$ cat src/inc/bitc_regs.svh
// Purpose: offsets, field positions and reset values of the register window
// Assumes: 16-location I/O window, 16-bit data path
// Notes: definitions only
`ifndef BITC_REGS_SVH
`define BITC_REGS_SVH

// ----------------------------------------------------------------------
// offsets within the window
// ----------------------------------------------------------------------
`define BITC_OFF_TRANSMIT_CONTROL 4'h0
`define BITC_OFF_BANK_SELECTOR 4'hE

// ----------------------------------------------------------------------
// bank selector fields
// ----------------------------------------------------------------------
`define BITC_BANK_SIGNATURE 8'h33
`define BITC_BANK_SEL_RESET 3'h0
`define BITC_BANK_SEL_TOP 2

// ----------------------------------------------------------------------
// transmit control fields
// ----------------------------------------------------------------------
`define BITC_TC_TRANSMIT_ENABLE 0
`define BITC_TC_LOCAL_LOOPBACK 1
`define BITC_TC_FORCE_COLLISION 2
`define BITC_TC_PAD_ENABLE 7
`define BITC_TC_SUPPRESS_CRC 8
`define BITC_TC_CARRIER_MONITOR 10
`define BITC_TC_FULL_DUPLEX 11
`define BITC_TC_STOP_QUALITY 12
`define BITC_TC_BLOCK_LOOPBACK 13
`define BITC_TC_SWITCHED_DUPLEX 15
`define BITC_TC_WRITE_MASK 16'hBD87
`define BITC_TC_RESET 16'h0000

// ----------------------------------------------------------------------
// timing and sizes
// ----------------------------------------------------------------------
`define BITC_MIN_FRAME_BYTES 7'h40
`define BITC_COLLISION_LIMIT 5'h10

`endif

$ cat src/inc/bitc_pkg.sv
// Purpose: shared types of the banked window and transmit control
// Assumes: nothing beyond the register header
// Notes: types only
package bitc_pkg;

	typedef enum logic [3:0] {
		TX_IDLE = 4'h1,
		TX_SEND = 4'h2,
		TX_PAD = 4'h4,
		TX_HALT = 4'h8
	} bitc_tx_state_type;

endpackage

$ cat src/bitc_top.sv
// Purpose: banked host I/O window and transmit control of a 10 Mb/s MAC
// Assumes: host strobes are asynchronous and pass two flip-flops
// Notes: only bank 0 offset 0 and the shared selector are held here
//
// What this block does
// - ISA cycles claimed only when A4-A15 match base
// - PCMCIA access marked by select plus strobe
// - sixteen locations; last word selects bank
// - offset even byte or word; odd byte plus one
// - word and byte access to every register
// - selector always reachable except PCMCIA powerdown
// - selector upper byte reads constant 33h
// - ISA has banks 0-3 only; PCMCIA six banks
// - switched duplex: no deferral, forced duplex
// - block loopback returns data, nothing sent
// - quality error halts transmitter when stop set
// - full duplex accepts self-sourced frames
// - carrier monitor aborts without CRC, disables
// - CRC appended unless suppress bit set
// - pad short frames to 64 bytes
// - force collision skips deferral, self clears
// - local loopback after encoder, nothing sent
// - transmit enable clear finishes frame first
// - sixteen collisions clear enable, flag held
`include "bitc_regs.svh"

module bitc_top
	import bitc_pkg::*;
#(
	parameter int ADDR_W = 16
) (
	// clock and reset
	input wire logic I_CLK,
	input wire logic I_RESET,
	// host bus
	input wire logic I_PCMCIA_MODE,
	input wire logic I_POWERDOWN,
	input wire logic [ADDR_W-1:0] I_ADDR,
	input wire logic I_REGISTER_SPACE_SELECT_N,
	input wire logic I_IO_READ_STROBE_N,
	input wire logic I_IO_WRITE_STROBE_N,
	input wire logic I_BYTE_EN_HIGH,
	input wire logic I_BYTE_EN_LOW,
	input wire logic [15:0] I_WDATA,
	input wire logic [11:0] I_BASE_ADDR,
	output logic [15:0] O_RDATA,
	output logic O_RDATA_OE,
	// transmit engine
	input wire logic I_FRAME_READY,
	input wire logic I_FRAME_BYTE_DONE,
	input wire logic I_FRAME_LAST,
	input wire logic I_CARRIER,
	input wire logic I_PREAMBLE_END,
	input wire logic I_COLLISION,
	input wire logic I_LATE_COLLISION,
	input wire logic I_QUALITY_FAIL,
	input wire logic I_SELF_SOURCED,
	output logic O_TX_ACTIVE,
	output logic O_TX_PAD_ZERO,
	output logic O_APPEND_CRC,
	output logic O_ABORT_NO_CRC,
	output logic O_SKIP_DEFER,
	output logic O_COLLISION_DETECT,
	output logic O_LOOP_BLOCK,
	output logic O_LOOP_ENDEC,
	output logic O_NET_TX_ENABLE,
	output logic O_ACCEPT_SELF,
	output logic O_SIXTEEN_COLLISION_FLAG,
	output logic O_LATE_COLLISION_FLAG
);

	if (ADDR_W < 5) begin : g_addr_check
		$error("address must cover the window and base");
	end

	// ------------------------------------------------------------------
	// strobe synchronisers
	// ------------------------------------------------------------------
	logic [2:0] sync1_q;
	logic [2:0] sync2_q;
	logic rd_prev_q;
	logic wr_prev_q;
	logic rd_s;
	logic wr_s;
	logic sel_s;
	always_ff @(posedge I_CLK) begin
		if (I_RESET) begin
			sync1_q <= 3'h7;
			sync2_q <= 3'h7;
		end else begin
			sync1_q <= {I_REGISTER_SPACE_SELECT_N, I_IO_READ_STROBE_N,
				I_IO_WRITE_STROBE_N};
			sync2_q <= sync1_q;
		end
	end
	assign sel_s = ~sync2_q[2];
	assign rd_s = ~sync2_q[1];
	assign wr_s = ~sync2_q[0];

	always_ff @(posedge I_CLK) begin
		if (I_RESET) begin
			rd_prev_q <= 1'b0;
			wr_prev_q <= 1'b0;
		end else begin
			rd_prev_q <= rd_s;
			wr_prev_q <= wr_s;
		end
	end

	// ------------------------------------------------------------------
	// address decode
	// ------------------------------------------------------------------
	// address and data are held stable by the host across the strobe,
	// so they are sampled only once the strobe has crossed over
	logic claim;
	logic [3:0] offs;
	logic [2:0] bank_sel_bits_q;
	logic bank_ok;
	logic sel_ok;
	logic tc_hit;
	logic bs_hit;
	logic wr_pulse;
	always_comb begin
		offs = I_ADDR[3:0];
		if (I_PCMCIA_MODE)
			claim = sel_s;
		else
			claim = I_ADDR[ADDR_W-1:4] == (ADDR_W-4)'(I_BASE_ADDR);
		sel_ok = claim && !(I_PCMCIA_MODE && I_POWERDOWN);
		// ISA has banks 0-3 only; bank 6 and 7 never exist
		bank_ok = I_PCMCIA_MODE ? (bank_sel_bits_q < 3'h6) :
			!bank_sel_bits_q[`BITC_BANK_SEL_TOP];
		bs_hit = sel_ok &&
			offs[3:1] == 3'(`BITC_OFF_BANK_SELECTOR >> 1);
		tc_hit = sel_ok && bank_ok && bank_sel_bits_q == 3'h0 &&
			offs[3:1] == 3'(`BITC_OFF_TRANSMIT_CONTROL >> 1);
	end
	assign wr_pulse = wr_s && !wr_prev_q;

	// ------------------------------------------------------------------
	// byte lane selection
	// ------------------------------------------------------------------
	// odd offset reaches the high byte alone; even offset with both
	// enables makes a word access
	logic lane_hi;
	logic lane_lo;
	always_comb begin
		lane_hi = offs[0] || I_BYTE_EN_HIGH;
		lane_lo = !offs[0] && I_BYTE_EN_LOW;
	end

	// ------------------------------------------------------------------
	// bank selector
	// ------------------------------------------------------------------
	always_ff @(posedge I_CLK) begin
		if (I_RESET)
			bank_sel_bits_q <= `BITC_BANK_SEL_RESET;
		else if (wr_pulse && bs_hit && lane_lo)
			bank_sel_bits_q <= I_WDATA[2:0];
	end

	// ------------------------------------------------------------------
	// transmit control register
	// ------------------------------------------------------------------
	localparam logic [15:0] TC_MASK = `BITC_TC_WRITE_MASK;
	logic [15:0] tc_q;
	logic sixteen_q;
	logic late_q;
	logic enable_set;
	logic err_halt;
	logic fc_done;
	logic [4:0] coll_cnt_q;
	bitc_tx_state_type st_q;
	logic duplex_eff;
	logic monitor_eff;
	logic carrier_lost;

	assign enable_set = wr_pulse && tc_hit && lane_lo &&
		I_WDATA[`BITC_TC_TRANSMIT_ENABLE];
	always_comb begin
		duplex_eff = tc_q[`BITC_TC_FULL_DUPLEX] ||
			tc_q[`BITC_TC_SWITCHED_DUPLEX];
		monitor_eff = tc_q[`BITC_TC_CARRIER_MONITOR] &&
			!tc_q[`BITC_TC_SWITCHED_DUPLEX];
		carrier_lost = st_q == TX_SEND && monitor_eff &&
			!I_CARRIER && (I_PREAMBLE_END || I_FRAME_BYTE_DONE);
		err_halt = st_q == TX_SEND && (carrier_lost || I_LATE_COLLISION ||
			(I_QUALITY_FAIL && tc_q[`BITC_TC_STOP_QUALITY]) ||
			(I_COLLISION && coll_cnt_q == `BITC_COLLISION_LIMIT - 5'h1));
		fc_done = st_q == TX_SEND && I_COLLISION;
	end

	always_ff @(posedge I_CLK) begin
		if (I_RESET)
			tc_q <= `BITC_TC_RESET;
		else begin
			if (wr_pulse && tc_hit) begin
				if (lane_lo)
					tc_q[7:0] <= I_WDATA[7:0] & TC_MASK[7:0];
				if (lane_hi)
					tc_q[15:8] <= (offs[0] ? I_WDATA[7:0] :
						I_WDATA[15:8]) & TC_MASK[15:8];
			end
			if (fc_done)
				tc_q[`BITC_TC_FORCE_COLLISION] <= 1'b0;
			if (err_halt)
				tc_q[`BITC_TC_TRANSMIT_ENABLE] <= 1'b0;
		end
	end

	// ------------------------------------------------------------------
	// error flags, cleared by re-enabling transmit
	// ------------------------------------------------------------------
	// a fresh error in the same cycle as the enable write wins
	always_ff @(posedge I_CLK) begin
		if (I_RESET) begin
			sixteen_q <= 1'b0;
			late_q <= 1'b0;
		end else begin
			if (st_q == TX_SEND && I_COLLISION &&
				coll_cnt_q == `BITC_COLLISION_LIMIT - 5'h1)
				sixteen_q <= 1'b1;
			else if (enable_set)
				sixteen_q <= 1'b0;
			if (st_q == TX_SEND && I_LATE_COLLISION)
				late_q <= 1'b1;
			else if (enable_set)
				late_q <= 1'b0;
		end
	end

	// ------------------------------------------------------------------
	// transmit sequencer
	// ------------------------------------------------------------------
	logic [6:0] byte_cnt_q;
	always_ff @(posedge I_CLK) begin
		if (I_RESET) begin
			st_q <= TX_IDLE;
			byte_cnt_q <= 7'h0;
			coll_cnt_q <= 5'h0;
		end else begin
			case (st_q)
			TX_IDLE: begin
				byte_cnt_q <= 7'h0;
				coll_cnt_q <= 5'h0;
				if (tc_q[`BITC_TC_TRANSMIT_ENABLE] && I_FRAME_READY)
					st_q <= TX_SEND;
			end
			TX_SEND: begin
				if (I_COLLISION)
					coll_cnt_q <= coll_cnt_q + 5'h1;
				if (I_FRAME_BYTE_DONE && byte_cnt_q != 7'h7F)
					byte_cnt_q <= byte_cnt_q + 7'h1;
				if (err_halt)
					st_q <= TX_HALT;
				else if (I_FRAME_LAST && I_FRAME_BYTE_DONE) begin
					if (tc_q[`BITC_TC_PAD_ENABLE] &&
						byte_cnt_q + 7'h1 < `BITC_MIN_FRAME_BYTES)
						st_q <= TX_PAD;
					else
						st_q <= TX_IDLE;
				end
			end
			TX_PAD: begin
				if (I_FRAME_BYTE_DONE) begin
					byte_cnt_q <= byte_cnt_q + 7'h1;
					if (byte_cnt_q + 7'h1 >= `BITC_MIN_FRAME_BYTES)
						st_q <= TX_IDLE;
				end
			end
			TX_HALT:
				st_q <= TX_IDLE;
			default:
				st_q <= TX_IDLE;
			endcase
		end
	end

	// ------------------------------------------------------------------
	// registered outputs
	// ------------------------------------------------------------------
	always_ff @(posedge I_CLK) begin
		if (I_RESET) begin
			O_TX_ACTIVE <= 1'b0;
			O_TX_PAD_ZERO <= 1'b0;
			O_APPEND_CRC <= 1'b1;
			O_ABORT_NO_CRC <= 1'b0;
			O_SKIP_DEFER <= 1'b0;
			O_COLLISION_DETECT <= 1'b1;
			O_LOOP_BLOCK <= 1'b0;
			O_LOOP_ENDEC <= 1'b0;
			O_NET_TX_ENABLE <= 1'b1;
			O_ACCEPT_SELF <= 1'b0;
			O_SIXTEEN_COLLISION_FLAG <= 1'b0;
			O_LATE_COLLISION_FLAG <= 1'b0;
		end else begin
			O_TX_ACTIVE <= st_q == TX_SEND || st_q == TX_PAD;
			O_TX_PAD_ZERO <= st_q == TX_PAD;
			O_APPEND_CRC <= !tc_q[`BITC_TC_SUPPRESS_CRC];
			O_ABORT_NO_CRC <= carrier_lost;
			O_SKIP_DEFER <= tc_q[`BITC_TC_SWITCHED_DUPLEX] ||
				tc_q[`BITC_TC_FORCE_COLLISION];
			// local loopback and switched duplex turn off collision detect
			O_COLLISION_DETECT <= !tc_q[`BITC_TC_SWITCHED_DUPLEX] &&
				!tc_q[`BITC_TC_LOCAL_LOOPBACK];
			O_LOOP_BLOCK <= tc_q[`BITC_TC_BLOCK_LOOPBACK];
			// block loopback overrides local loopback
			O_LOOP_ENDEC <= tc_q[`BITC_TC_LOCAL_LOOPBACK] &&
				!tc_q[`BITC_TC_BLOCK_LOOPBACK];
			O_NET_TX_ENABLE <= !tc_q[`BITC_TC_BLOCK_LOOPBACK] &&
				!tc_q[`BITC_TC_LOCAL_LOOPBACK];
			O_ACCEPT_SELF <= duplex_eff && I_SELF_SOURCED;
			O_SIXTEEN_COLLISION_FLAG <= sixteen_q;
			O_LATE_COLLISION_FLAG <= late_q;
		end
	end

	// ------------------------------------------------------------------
	// read data
	// ------------------------------------------------------------------
	// is the host's duty: a soft reset elsewhere clears the path
	logic [15:0] rd_word;
	always_comb begin
		rd_word = 16'h0000;
		if (bs_hit)
			rd_word = {`BITC_BANK_SIGNATURE, 5'h00, bank_sel_bits_q};
		else if (tc_hit)
			rd_word = tc_q;
		if (offs[0])
			rd_word = {8'h00, rd_word[15:8]};
	end
	always_ff @(posedge I_CLK) begin
		if (I_RESET) begin
			O_RDATA <= 16'h0000;
			O_RDATA_OE <= 1'b0;
		end else begin
			O_RDATA <= rd_word;
			O_RDATA_OE <= rd_s && (bs_hit || tc_hit);
		end
	end

	// ------------------------------------------------------------------
	// checks
	// ------------------------------------------------------------------
	sig_read_a: assert property (@(posedge I_CLK) disable iff (I_RESET)
		rd_s && bs_hit && !offs[0] |=> O_RDATA[15:8] == 8'h33)
		else $error("selector upper byte not 33h");
	bank_reset_a: assert property (@(posedge I_CLK)
		I_RESET |=> bank_sel_bits_q == 3'h0)
		else $error("bank bits not zero after reset");
	bank_write_a: assert property (@(posedge I_CLK) disable iff (I_RESET)
		wr_pulse && bs_hit && lane_lo |=>
			bank_sel_bits_q == $past(I_WDATA[2:0]))
		else $error("bank write not taken");
	isa_top_a: assert property (@(posedge I_CLK) disable iff (I_RESET)
		!I_PCMCIA_MODE && bank_sel_bits_q[2] |-> !tc_hit)
		else $error("isa decoded a missing bank");
	crc_a: assert property (@(posedge I_CLK) disable iff (I_RESET)
		##1 O_APPEND_CRC == !$past(tc_q[8]))
		else $error("crc append wrong");
	halt_a: assert property (@(posedge I_CLK) disable iff (I_RESET)
		err_halt |=> !tc_q[0] ##1 st_q == TX_IDLE)
		else $error("enable not cleared on error");
	force_collision_a: assert property (@(posedge I_CLK) disable iff (I_RESET)
		fc_done |=> !tc_q[2])
		else $error("force collision not cleared");
	sixteen_a: assert property (@(posedge I_CLK) disable iff (I_RESET)
		sixteen_q && !enable_set |=> sixteen_q)
		else $error("sixteen flag dropped early");
	loop_a: assert property (@(posedge I_CLK) disable iff (I_RESET)
		tc_q[13] |=> !O_NET_TX_ENABLE && O_LOOP_BLOCK && !O_LOOP_ENDEC)
		else $error("block loopback not exclusive");
	duplex_a: assert property (@(posedge I_CLK) disable iff (I_RESET)
		tc_q[15] |=> O_ACCEPT_SELF == $past(I_SELF_SOURCED) &&
			O_SKIP_DEFER && !O_COLLISION_DETECT)
		else $error("switched duplex not forced");

endmodule

$ cat config.mk
export PLATFORM = sky130hd
export DESIGN_NAME = bitc_top
export DESIGN_NICKNAME = d
export VERILOG_FILES = /design/src/inc/bitc_pkg.sv /design/src/bitc_top.sv
export VERILOG_INCLUDE_DIRS = /design/src /design/src/inc
export SDC_FILE = /design/constraint.sdc
export NUM_CORES = 1
export LEC_CHECK = 0
export BUFFER_PORTS_ARGS = -buffer_cell sky130_fd_sc_hd__buf_4
export CAP_MARGIN = 20
export CORE_ASPECT_RATIO = 1.4
export CORE_MARGIN = 4
export CORE_UTILIZATION = 43
export CTS_BUF_LIST = sky130_fd_sc_hd__clkbuf_4 sky130_fd_sc_hd__clkbuf_8
export DETAILED_ROUTE_END_ITERATION = 7
export HOLD_SLACK_MARGIN = 0.02
export PLACE_DENSITY = 0.69
export SLEW_MARGIN = 10
export SYNTH_ARGS = -nofsm -noshare
export SYNTH_HDL_FRONTEND = slang
export SYNTH_SLANG_ARGS = --single-unit
$ cat constraint.sdc
create_clock -name I_CLK -period 5.5 [get_ports I_CLK]
set_clock_uncertainty 0.1 [all_clocks]
set_input_delay 0.275 -clock I_CLK [delete_from_list [all_inputs] [get_ports I_CLK]]
set_output_delay 0.275 -clock I_CLK [all_outputs]
set_load 0.01 [all_outputs]
== After elaboration in Yosys (flattened, before gate mapping) ==
Cells that the tools add are included.
W data, S select, Z words.

* Multipliers: 0
* Multiplexer cells: 21
* Reductions and logical operators: 64
* Shift operators: 0
* Equal/unequal tests: 13
* Divide/modulo/power cells: 0
* $add $sub $neg: 2
* Magnitude comparators: 3
* Bitwise gates (word level): 3

{| class="wikitable"
|+ Operators by type and width
! kind !! count
|-
| $logic_and A1 B1 Y1 || 32
|-
| $mux W16 || 2
|-
| $pmux W7 S3 || 1
|-
| $mux W4 || 5
|-
| $mux W8 || 2
|-
| $mux W7 || 2
|-
| $eq A12 B12 Y1 || 1
|-
| $pmux W4 S3 || 1
|-
| $ne A2 B2 Y1 const B || 5
|-
| $pmux W5 S2 || 1
|-
| $logic_not A1 Y1 || 9
|-
| $logic_or A1 B1 Y1 || 9
|-
| $add A7 B1 Y7 const B || 1
|-
| $ge A7 B7 Y1 const B || 1
|-
| $lt A7 B7 Y1 const B || 1
|-
| $ne A7 B7 Y1 const B || 1
|-
| $logic_not A3 Y1 || 2
|-
| $reduce_and A2 Y1 || 3
|-
| $reduce_bool A2 Y1 || 3
|-
| $reduce_or A2 Y1 || 3
|-
| $add A5 B1 Y5 const B || 1
|-
| $eq A5 B4 Y1 const B || 1
|-
| $mux W1 || 5
|-
| $mux W5 || 1
|-
| other kinds (11) || 13
|}

* Bits of input ports: 62
* Bits in read-only memories: 0
* Bits in latches: 0
* Memories: 0
* Output and inout bits: 29
* Bits in writable memories: 0
* Register bits: 67

== Logic depth before layout (Yosys ltp) ==
Gate-level depths: netlist of run 1.

* Depth after elaboration: 11
* Gate-level depth with buffers: 8
* Mapped depth without buffers: 8

== Worst setup path before layout of run 1 ==
Ideal clock, no wire load.

* Kind: register -> register
* From: register coll_cnt_q[0]
* To: register st_q[2]
* Arrival: 1.967 ns
* Cell stages (with the launch flop): 9
* Library setup time: 0.071 ns
* Period minus slack after synthesis: 2.138 ns
* Buffers on the path: 0
* Setup slack: 3.362 ns
* Cell sequence: dfxtp_1 > ha_1 > and3_1 > ha_1 > a221oi_1 > o41ai_1 > nor2_1 > or4b_1 > a21oi_1

* Cells in the longest elaborated chain, start to end: 6

{| class="wikitable"
|+ RTL lines
! item !! line !! RTL
|-
| start, declared || bitc_top.sv:172 || <nowiki>logic [4:0] coll_cnt_q;</nowiki>
|-
| start signal, assigned || bitc_top.sv:251 || <nowiki>coll_cnt_q <= coll_cnt_q + 5'h1;</nowiki>
|-
| $eq A5 B4 Y1 (*) || bitc_top.sv:189 || <nowiki>(I_COLLISION && coll_cnt_q == `BITC_COLLISION_LIMIT - 5'h1));</nowiki>
|-
| $logic_and A1 B1 Y1 (*) || bitc_top.sv:189 ||
|-
| $logic_or A1 B1 Y1 (*) || bitc_top.sv:187 || <nowiki>err_halt = st_q == TX_SEND && (carrier_lost || I_LATE_COLLISION ||</nowiki>
|-
| $logic_and A1 B1 Y1 (*) || bitc_top.sv:187 ||
|-
| $ne A3 B3 Y1 (no line) / $mux W4 (equally long branches) || n/a ||
|-
| $reduce_and A4 Y1 (no line) / $pmux W4 S3 (equally long branches) || n/a ||
|-
| end signal, assigned || bitc_top.sv:238 || <nowiki>st_q <= TX_IDLE;</nowiki>
|-
| end signal, assigned || bitc_top.sv:247 || <nowiki>st_q <= TX_SEND;</nowiki>
|-
| end signal, assigned || bitc_top.sv:255 || <nowiki>st_q <= TX_HALT;</nowiki>
|-
| end, declared || bitc_top.sv:173 || <nowiki>bitc_tx_state_type st_q;</nowiki>
|}

Mark *: on every way between the ends. The rest lies on a longest branch, timed or not.
A chain may end at the register's enable or synchronous reset.

== Final worst setup path of run 1 ==
Same ends and word-level chain as after synthesis.

==> flow_summary.toml, run 1 <==
[setup_path]
endpoint = "st_q[2]"
r2r_start = "coll_cnt_q[0]"
crit_fanout = 3
crit_type = "flip-flop to flip-flop"
arrival_ns = 2.57
r2r_slack_ns = 3.09
end_kind = "flip-flop"
crit_required_ns = 5.66
startpoint_type = "flip-flop"
rr_worst_depth = 8
reg2reg_to = "st_q[2]"
cp-startpoint = "coll_cnt_q[0]"

[global_routing]
antenna_found_initial = 0
grt.total_usage_pct = 17.6
grt_pass1_wl_um = 11400
grt_pass1_vias = 2415
grt_max_degree = 62
grt_overflow = 0

[sta]
fin_crit_sh_pct = 43.7
drv_slew = 0
period_minus_slack_ns = 2.41
max_freq_mhz = 416
rsz0062_at_grt = "no"
tns_ns = 0
tightest_slew_ns = 0.953
setup_viol = 0
relSlewSlack_pct = 35.6
finalHoldViolCount = 0
hold_ws_ns = 0.0610

[clocking]
postCtsResizedCells = 0
clock_sinks = 65
cts_tree = "built"
path_clk_slew_ns = 0.07
clock_path_buffers = 2
clk_latency_ns = 0.34
root_buffer = "clkbuf_8"
htreeDepth = 3
numCtsBuffers = 9

[floorplan]
die_width_um = 76.9
start_util_pct = 45.1
pin_count = 91
die_h_um = 105
num_rows = 34
core_um2 = 6340
dieArea_um2 = 8040

[cells_and_area]
finalNetCount = 459
fillers = 570
multi_input_area_um2 = 1460
post-route-util_pct = 60.2
regArea_um2 = 1300
drive_gt1_share_pct = 30.8
num_antenna_cells = 0
area_growth_pct = 33.5

[detailed_routing]
drt-vias-per-instance = 5.34
wl_met2_um = 3440
drc = 0
wl_per_cell_um = 14.7
wl_met3_um = 537
drt_iter0_markers = 158
met1_length_um = 2810
routed.top_layer = "met4"
dr.pass1.iters = 4
antenna_left = 0
wl_um = 6910
vias = 2513

[synthesis]
syn_inst = 310
ys_ff_latch = 65
synthAdderAreaFrac_pct = 1.31
synthDistinctLibCells = 55
synth-simple-area-share_pct = 24.7
synthMuxAreaShare_pct = 4.64
syn-cell-area_um2 = 2860
synth_ff_type = "dfxtp_1"
synth_edf_count = 0
yosys_warnings = 0
ys_async_sr_fraction_pct = 0
synth_top_family_by_area = "simple AND/OR/NAND/NOR gates"
synth_compound_area_share_pct = 15.6
postSynthAreaPerCell_um2 = 9.23
synth_xor_xnor_area_share_pct = 4.59
seq_area_frac_synth_pct = 45.5

[hold_path]
hold_class = "input pin to flip-flop"

[power]
p_leak_nw = 1.51
p_per_area_nw_per_um2 = 288
ir_worst_vdd_mv = 0.152

[place]
gp_congestion = 0.777
hpwl_um = 5140
portBuffers = 85

[run]
cap_violations = 0

[status]
status = "finished clean"
[worst min-delay path by stage]
| stage | slack [ns] | cells past startpoint | startpoint | to |
|---|---|---|---|---|
| finish | 0.06 | 3 | I_SELF_SOURCED | O_ACCEPT_SELF |
| global route | 0.08 | 3 | I_SELF_SOURCED | O_ACCEPT_SELF |
| CTS | 0.06 | 3 | I_SELF_SOURCED | O_ACCEPT_SELF |
| detailed placement | 0.29 | 1 | sync1_q[0] | sync2_q[0] |
| global placement | 0.29 | 1 | sync2_q[0] | wr_prev_q |
| floorplan | 0.27 | 1 | sync2_q[1] | O_RDATA_OE |
[layout make-up]
class,instances,area share (%)
inverters,9,0.885
flip-flops and latches,65,34.1
clock inverters,7,3.70
clock buffers,9,3.24
repair buffers,88,17.5
multi-input cells,221,38.2
well taps,72,2.36
[registers in the layout, summed over array words and instances, names as in the netlist, 3 cells and up]
| name | count |
|---|---|
| sync2_q | 3 |
| st_q | 4 |
| bank_sel_bits_q | 3 |
| O_RDATA | 14 |
| sync1_q | 3 |
| byte_cnt_q | 7 |
| tc_q | 10 |
| coll_cnt_q | 5 |
[per-stage QoR]
stage / instances / area [µm²] / setup WS, ns / power [mW]
after floorplan: 311 / 2860 / 3.36 / 0.530
after global placement: 452 / 3520 / 3.14 / 0.573
after detailed placement: 452 / 3520 / 3.11 / 0.574
after CTS: 471 / 3820 / 3.08 / 1.11
after global routing: 471 / 3820 / 2.93 / 1.14
final: 471 / 3820 / 3.09 / 1.10
[cell families after synthesis]
logic type,after synthesis
simple gates,124
flops,65
compound gates,64
buf+inv,25
xor+xnor,15
mux,13
fa+ha+maj,3
other cells,1
[layer usage]
metal / vias to the layer above / global-route usage (%)
li1: 1260 / -
met1: 1157 / 20.4
met2: 86 / 30.1
met3: 10 / 5.89
met4: 0 / 6.09
met5: - / 0
[Yosys cell counts (2+ instances only)]
cell,number,area share [%]
a21oi_1,15,2.6
and2_1,5,1.1
or4b_2,2,0.70
mux2_2,2,0.79
nor2b_1,7,1.5
a211oi_1,14,3.7
nor3_1,9,1.6
nor3b_1,3,0.79
xnor2_1,8,2.4
xor2_1,7,2.1
nand2b_1,12,2.6
dfxtp_1,65,45
nor2_1,25,3.3
nand4_1,3,0.66
mux2i_1,11,3.8
nand4bb_1,2,0.79
or2_2,8,1.7
nand2_1,21,2.8
ha_1,3,1.3
o21ai_0,13,2.3
a311oi_1,3,0.92
o21bai_1,2,0.52
buf_4,2,0.52
o31ai_1,2,0.52
inv_1,9,1.2
and3_1,4,0.87
clkbuf_1,12,1.6
nand3_1,9,1.6
or4b_1,2,0.70
nor4_1,3,0.66
nor4b_2,2,1.0
a21o_1,2,0.52
[worst max-delay path: stages, from the launching register on]
cell,delay (ns)
dfxtp_1,0.34
ha_1,0.21
and3_1,0.18
ha_1,0.21
a221oi_1,0.33
o41ai_1,0.17
nor2_1,0.20
or4b_1,0.45
a21oi_1,0.15
[cell usage in the layout (no fill, tap or decap), types with 4 or more instances in the layout]
master and instances:
and2_1 5, inv_1 9, nand3_1 9, xor2_1 7, and3_1 4, nand2b_1 12, o21ai_0 13, clkbuf_8 9
a211oi_1 14, or2_2 8, nor3_1 9, dfxtp_1 65, xnor2_1 8, nor2_1 25, mux2i_1 11, nand2_1 21
nor2b_1 7, buf_4 85, bufinv_16 4, a21oi_1 15
[where the power goes]
part,switching [mW],leakage (nW),internal [mW]
Clock,0.187,0.130,0.348
Combinational,0.0399,0.859,0.0488
Sequential,0.00184,0.525,0.474
Total,0.229,1.51,0.870
[repair_timing]
action	CTS	global route
hold buffers	3	0
hold endpoints to repair	3	0
buffers inserted	0	0
Note: power is estimated with default switching activity, not from simulation.
==> inputs of run 2 (changes only) <==
--- a/config.mk
+++ b/config.mk
@@ -14,7 +14,7 @@
 export CTS_BUF_LIST = sky130_fd_sc_hd__clkbuf_4 sky130_fd_sc_hd__clkbuf_8
 export DETAILED_ROUTE_END_ITERATION = 7
 export HOLD_SLACK_MARGIN = 0.02
-export PLACE_DENSITY = 0.69
+export PLACE_DENSITY = 0.72
 export SLEW_MARGIN = 10
 export SYNTH_ARGS = -nofsm -noshare
 export SYNTH_HDL_FRONTEND = slang
==> constraint.sdc (replaced) <==
create_clock -name I_CLK -period 2.19 [get_ports I_CLK]
set_clock_uncertainty 0.1 [all_clocks]
set_input_delay 0.1095 -clock I_CLK [delete_from_list [all_inputs] [get_ports I_CLK]]
set_output_delay 0.1095 -clock I_CLK [all_outputs]
set_load 0.01 [all_outputs]
==> run 2 against run 1 <==
First-iteration DRC count shrank 18%. Sequential power increased to 2.5 times the previous value. Via count up 4.1%. Die area stayed put. Final area increased by 6.4%. Routed wire length grew 3.9%. Count of clock-buffer cells in the layout unchanged. Critical endpoint is now tc_q[2]. Largest power group unchanged.
==> flow_summary.toml, run 2 (synthesis results as in run 1) <==
[sta]
relSlewSlack_pct = 63.2
setup_viol = 0
max_freq_mhz = 460
drv_slew = 0
tns_ns = 0
period_minus_slack_ns = 2.17
tightest_slew_ns = 0.547
fin_crit_sh_pct = 99.2
rsz0062_at_grt = "yes"
finalHoldViolCount = 0

[global_routing]
grt_max_degree = 32
grt_pass1_wl_um = 11700
antenna_found_initial = 0
grt.total_usage_pct = 18.2
grt_overflow = 0
grt_pass1_vias = 2504

[clocking]
clock_path_buffers = 2
htreeDepth = 3
numCtsBuffers = 9
clock_sinks = 65
cts_tree = "built"
clk_latency_ns = 0.34
root_buffer = "clkbuf_8"
path_clk_slew_ns = 0.08

[floorplan]
dieArea_um2 = 8040
core_um2 = 6340
num_rows = 34
start_util_pct = 45.1
die_width_um = 76.9
die_h_um = 105
pin_count = 91

[detailed_routing]
wl_met3_um = 415
routed.top_layer = "met4"
met1_length_um = 2960
drt-vias-per-instance = 5.30
vias = 2617
drt_iter0_markers = 129
antenna_left = 0
drc = 0
wl_met2_um = 3600
wl_um = 7180
wl_per_cell_um = 14.5
dr.pass1.iters = 4

[setup_path]
crit_required_ns = 2.36
path_delay_family = "simple AND/OR/NAND/NOR gates"
crit_type = "flip-flop to flip-flop"
arrival_ns = 2.34
startpoint_type = "flip-flop"
reg2reg_to = "tc_q[2]"
cpMaxStageDelayCell = "or4_4"
cp.buffers_inverters = 1
crit_fanout = 6
r2r_start = "bank_sel_bits_q[1]"
path_cells = "or4_4 -> nor4b_4 -> nand4bb_1 -> buf_6 -> a21boi_4 -> mux2i_1"
crit_cells = 6
timing.critical_path.slowest_cell_delay_ns = 0.54
rr_worst_depth = 6
end_kind = "flip-flop"
r2r_slack_ns = 0.02

[power]
clkPwrFrac_pct = 46.7
total_power_mw = 2.72
pwr-share-seq_pct = 44.0
switchingPower_mw = 0.613
power_frac_comb_pct = 9.4
p_per_area_nw_per_um2 = 669
internal-power_mw = 2.10
ir_worst_vdd_mv = 0.485
p_leak_nw = 1.63
switching_share_pct = 22.5

[cells_and_area]
area_growth_pct = 42.0
largest_register = "O_RDATA"
final_common_cell = "buf_4"
finalNetCount = 482
top_regs = "O_RDATA x14, tc_q x10, byte_cnt_q x7"
num_antenna_cells = 0
largest_register_ffs = 14
final_cell_mix = "buf_4 (97), dfxtp_1 (62), nor2_1 (25), nand2_1 (21)"
drive_gt1_share_pct = 34.8
regArea_um2 = 1310
multi_input_area_um2 = 1510
fillers = 547

[place]
hpwl_um = 5400
portBuffers = 85
gp_congestion = 0.783

[hold_path]
hold_class = "input pin to flip-flop"
whs_endpoint = "O_RDATA[3]"
hold_start = "I_ADDR[0]"
worstHoldPathCells = 3

[status]
status = "finished clean"

[run]
cap_violations = 0
## run 2: changes by cell type in the layout (fill, tap and decap cells not counted), moves of 2 or more
cell           previous run  this run
ha_1                      3         1
ha_2                      0         2
dlygate4sd3_1             3        13
buf_4                    85        97
clkinv_4                  0         3
dfxtp_1                  65        62
dfxtp_2                   0         3
## run 2: repair_timing
action / in CTS / in global routing
endpoints found under the hold margin: 17 / 0
hold buffers: 13 / 0
gates resized for setup: 2 / 12
endpoints found under the setup margin: 1 / 18
pin swaps: 1 / 10
buffers inserted: 1 / 2
## run 2: layout make-up
type / instances / area share [%]
Multi-Input combinational cell: 221 / 37.2
Clock inverter: 7 / 3.14
Tap cell: 72 / 2.22
Clock buffer: 9 / 3.05
Timing Repair Buffer: 111 / 21.4
Sequential cell: 65 / 32.1
Inverter: 9 / 0.832
## run 2: metal layers
metal | global-route usage, % | up-vias
li1 | - | 1313
met3 | 4.85 | 18
met5 | 0 | -
met2 | 31.4 | 89
met1 | 19.9 | 1197
met4 | 10.4 | 0
## run 2: power by group through the flow
stage | logic [mW] | registers [mW] | clock network (mW)
4_1_cts | 0.251 | 1.19 | 1.29
3_5_place_dp | 0.230 | 1.22 | 0
5_1_grt | 0.278 | 1.20 | 1.34
6_report | 0.254 | 1.19 | 1.27
2_1_floorplan | 0.110 | 1.22 | 0
3_3_place_gp | 0.227 | 1.22 | 0
## run 2: stage by stage
stage / setup slack (ns) / utilization, % / hold slack, ns / cell area (µm²) / std cells
4_1_cts: 0.0127 / 63.1 / 0.0210 / 4000 / 492
3_3_place_gp: -0.00121 / 56.8 / 0.196 / 3600 / 462
5_1_grt: -0.0616 / 64.1 / 0.0504 / 4060 / 494
3_5_place_dp: -0.0361 / 56.8 / 0.197 / 3600 / 462
6_report: 0.0177 / 64.1 / 0.0412 / 4060 / 494
2_1_floorplan: 0.0521 / - / 0.113 / 2860 / 311
## run 2: worst min-delay path: stages
cell and delay, ns:
buf_4 0.19, nand2_1 0.09, nor3_1 0.04
## run 2: how the worst max path moves through the flow
stage                       startpoint  slack, ns  endpoint
finish              bank_sel_bits_q[1]       0.02   tc_q[2]
global route        bank_sel_bits_q[1]      -0.06   tc_q[0]
CTS                      coll_cnt_q[0]       0.01   st_q[2]
detailed placement       coll_cnt_q[0]      -0.04   st_q[2]
global placement         coll_cnt_q[0]     -0.001   st_q[2]
floorplan                coll_cnt_q[0]       0.05   st_q[2]
==> inputs of run 3 (changes only) <==
--- a/config.mk
+++ b/config.mk
@@ -6,7 +6,7 @@
 export SDC_FILE = /design/constraint.sdc
 export NUM_CORES = 1
 export LEC_CHECK = 0
-export BUFFER_PORTS_ARGS = -buffer_cell sky130_fd_sc_hd__buf_4
+export BUFFER_PORTS_ARGS = -buffer_cell sky130_fd_sc_hd__buf_2
 export CAP_MARGIN = 20
 export CORE_ASPECT_RATIO = 1.4
 export CORE_MARGIN = 4
==> run 3 against run 2 <==
Global-route usage fell by 0.14 points. Largest power group is now sequential cells. Largest cell class unchanged. Fmax rose by 0.15%. Flip-flop and latch count did not move. Power fell by 5.2%. Via count barely moved. Core utilization fell by 3.8 points. Non-clock buffer count fell by 4. Critical path depth rose by 2.
==> flow_summary.toml, run 3 (synthesis results as in run 1) <==
[place]
place_ws_ns = -0.0718
hpwl_um = 5280
portBuffers = 85
place_area_um2 = 3390
gp_congestion = 0.836
place_inst = 463

[run]
cap_violations = 0

[sta]
rsz0062_at_grt = "yes"
layout_setup_ws_ns = 0.0210
fin_crit_sh_pct = 99.0
finalHoldViolCount = 0
setup_viol = 0
tightest_slew_ns = 0.628
max_freq_mhz = 461
relSlewSlack_pct = 57.6
period_minus_slack_ns = 2.17
hold_ws_ns = 0.0480
drv_slew = 0
tns_ns = 0

[floorplan]
start_util_pct = 45.1
core_um2 = 6340
dieArea_um2 = 8040
die_width_um = 76.9
num_rows = 34
die_h_um = 105
pin_count = 91

[power]
p_per_area_nw_per_um2 = 674
switchingPower_mw = 0.600
clkPwrFrac_pct = 45.0
ir_worst_vdd_mv = 0.434
pwr-share-seq_pct = 46.4
p_leak_nw = 1.54
internal-power_mw = 1.98
power_frac_comb_pct = 8.6
switching_share_pct = 23.3

[global_routing]
grt_pass1_wl_um = 11700
grt_overflow = 0
grt_pass1_vias = 2544
met2_usage_pct = 32.3
grt.met3_usage_pct = 4.85
grt_max_degree = 31
grt.total_usage_pct = 18.1
grt_busiest_layer = "met2"
use_met1_pct = 19.1
antenna_found_initial = 0

[setup_path]
path_delay_family = "simple AND/OR/NAND/NOR gates"
startpoint_type = "flip-flop"
cpMaxStageDelayCell = "or4b_4"
crit_required_ns = 2.37
end_kind = "flip-flop"
crit_type = "flip-flop to flip-flop"
cp.buffers_inverters = 0
crit_fanout = 3
arrival_ns = 2.35
timing.critical_path.slowest_cell_delay_ns = 0.50
path_cells = "ha_2 -> and3_4 -> ha_4 -> a221oi_2 -> o41ai_2 -> nor2_1 -> or4b_4 -> a21oi_2"

[detailed_routing]
drt-vias-per-instance = 5.34
vias = 2615
drc = 0
wl_um = 7230
drt_iter0_markers = 123
wl_per_cell_um = 14.8
antenna_left = 0
dr.pass1.iters = 4

[clocking]
numCtsBuffers = 9
clock_sinks = 65
clock_path_buffers = 2
cts_tree = "built"
clk_latency_ns = 0.34
root_buffer = "clkbuf_8"
path_clk_slew_ns = 0.08
postCtsSetupRepairBufs = 0
htreeDepth = 3

[cells_and_area]
num_antenna_cells = 0
final_common_cell = "buf_2"
largest_register = "O_RDATA"
multi_input_area_um2 = 1540
top_regs = "O_RDATA x14, tc_q x10, byte_cnt_q x7"
fillers = 555
final_cell_mix = "buf_2 (85), dfxtp_1 (63), nor2_1 (25), nand2_1 (21), a21oi_1 (14)"
regArea_um2 = 1300
area_growth_pct = 33.6
finalNetCount = 478
drive_gt1_share_pct = 35.2
largest_register_ffs = 14
final_cell_area_um2 = 3820
final_cells = 490

[hold_path]
hold_class = "input pin to flip-flop"

[status]
status = "finished clean"
run 3: final cells by class:
type | instances | share of cell area [%]
timing repair buffer | 107 | 16.3
multi-input combinational | 221 | 40.4
clock buffer | 10 | 3.60
inverter | 9 | 0.884
sequential | 65 | 34.1
tap | 72 | 2.36
clock inverter | 6 | 2.39
run 3: path summary, 6_finish.rpt:
kind	startpoint	end	slack (ns)	cells after the start
max	coll_cnt_q[0]	st_q[2]	0.02	8
min	I_WDATA[5]	tc_q[13]	0.05	4
max reg2reg	coll_cnt_q[0]	st_q[2]	0.02	8
min reg2reg	sync1_q[0]	sync2_q[0]	0.31	1
run 3: timing repair:
| action | CTS | global route |
|---|---|---|
| endpoints found under the setup margin | 1 | 16 |
| endpoints found under the hold margin | 14 | 0 |
| resized for setup | 4 | 13 |
| hold buffers | 11 | 0 |
| pin swaps | 5 | 10 |
run 3: worst reg2reg max path, delay by kind of cell, from the launching register on:
kind	cells	cell delay, ns
and+or+nand+nor	3	0.84
DFF	1	0.32
AOI/OAI and AO/OA	3	0.51
adders and majority gates	2	0.34
run 3: power by group through the flow:
| stage | Combinational, mW | Clock (mW) | Sequential, mW |
|---|---|---|---|
| 6_report | 0.221 | 1.16 | 1.19 |
| 3_5_place_dp | 0.200 | 0 | 1.22 |
| 3_3_place_gp | 0.197 | 0 | 1.22 |
| 5_1_grt | 0.243 | 1.23 | 1.20 |
| 4_1_cts | 0.217 | 1.17 | 1.19 |
| 2_1_floorplan | 0.110 | 0 | 1.22 |
run 3: metrics by stage:
stage | utilization (%) | total power [mW]
finish | 60.3 | 2.58
detailed placement | 53.5 | 1.42
global placement | 53.5 | 1.42
global route | 60.3 | 2.66
floorplan | - | 1.33
CTS | 59.2 | 2.59
run 3: per-layer routing:
layer / wire, µm / part of all wire, % / vias up
li1: - / - / 1303
met1: 2840 / 39 / 1192
met2: 3680 / 51 / 101
met3: 503 / 7.0 / 19
met4: 210 / 2.9 / 0
met5: 0 / 0 / -
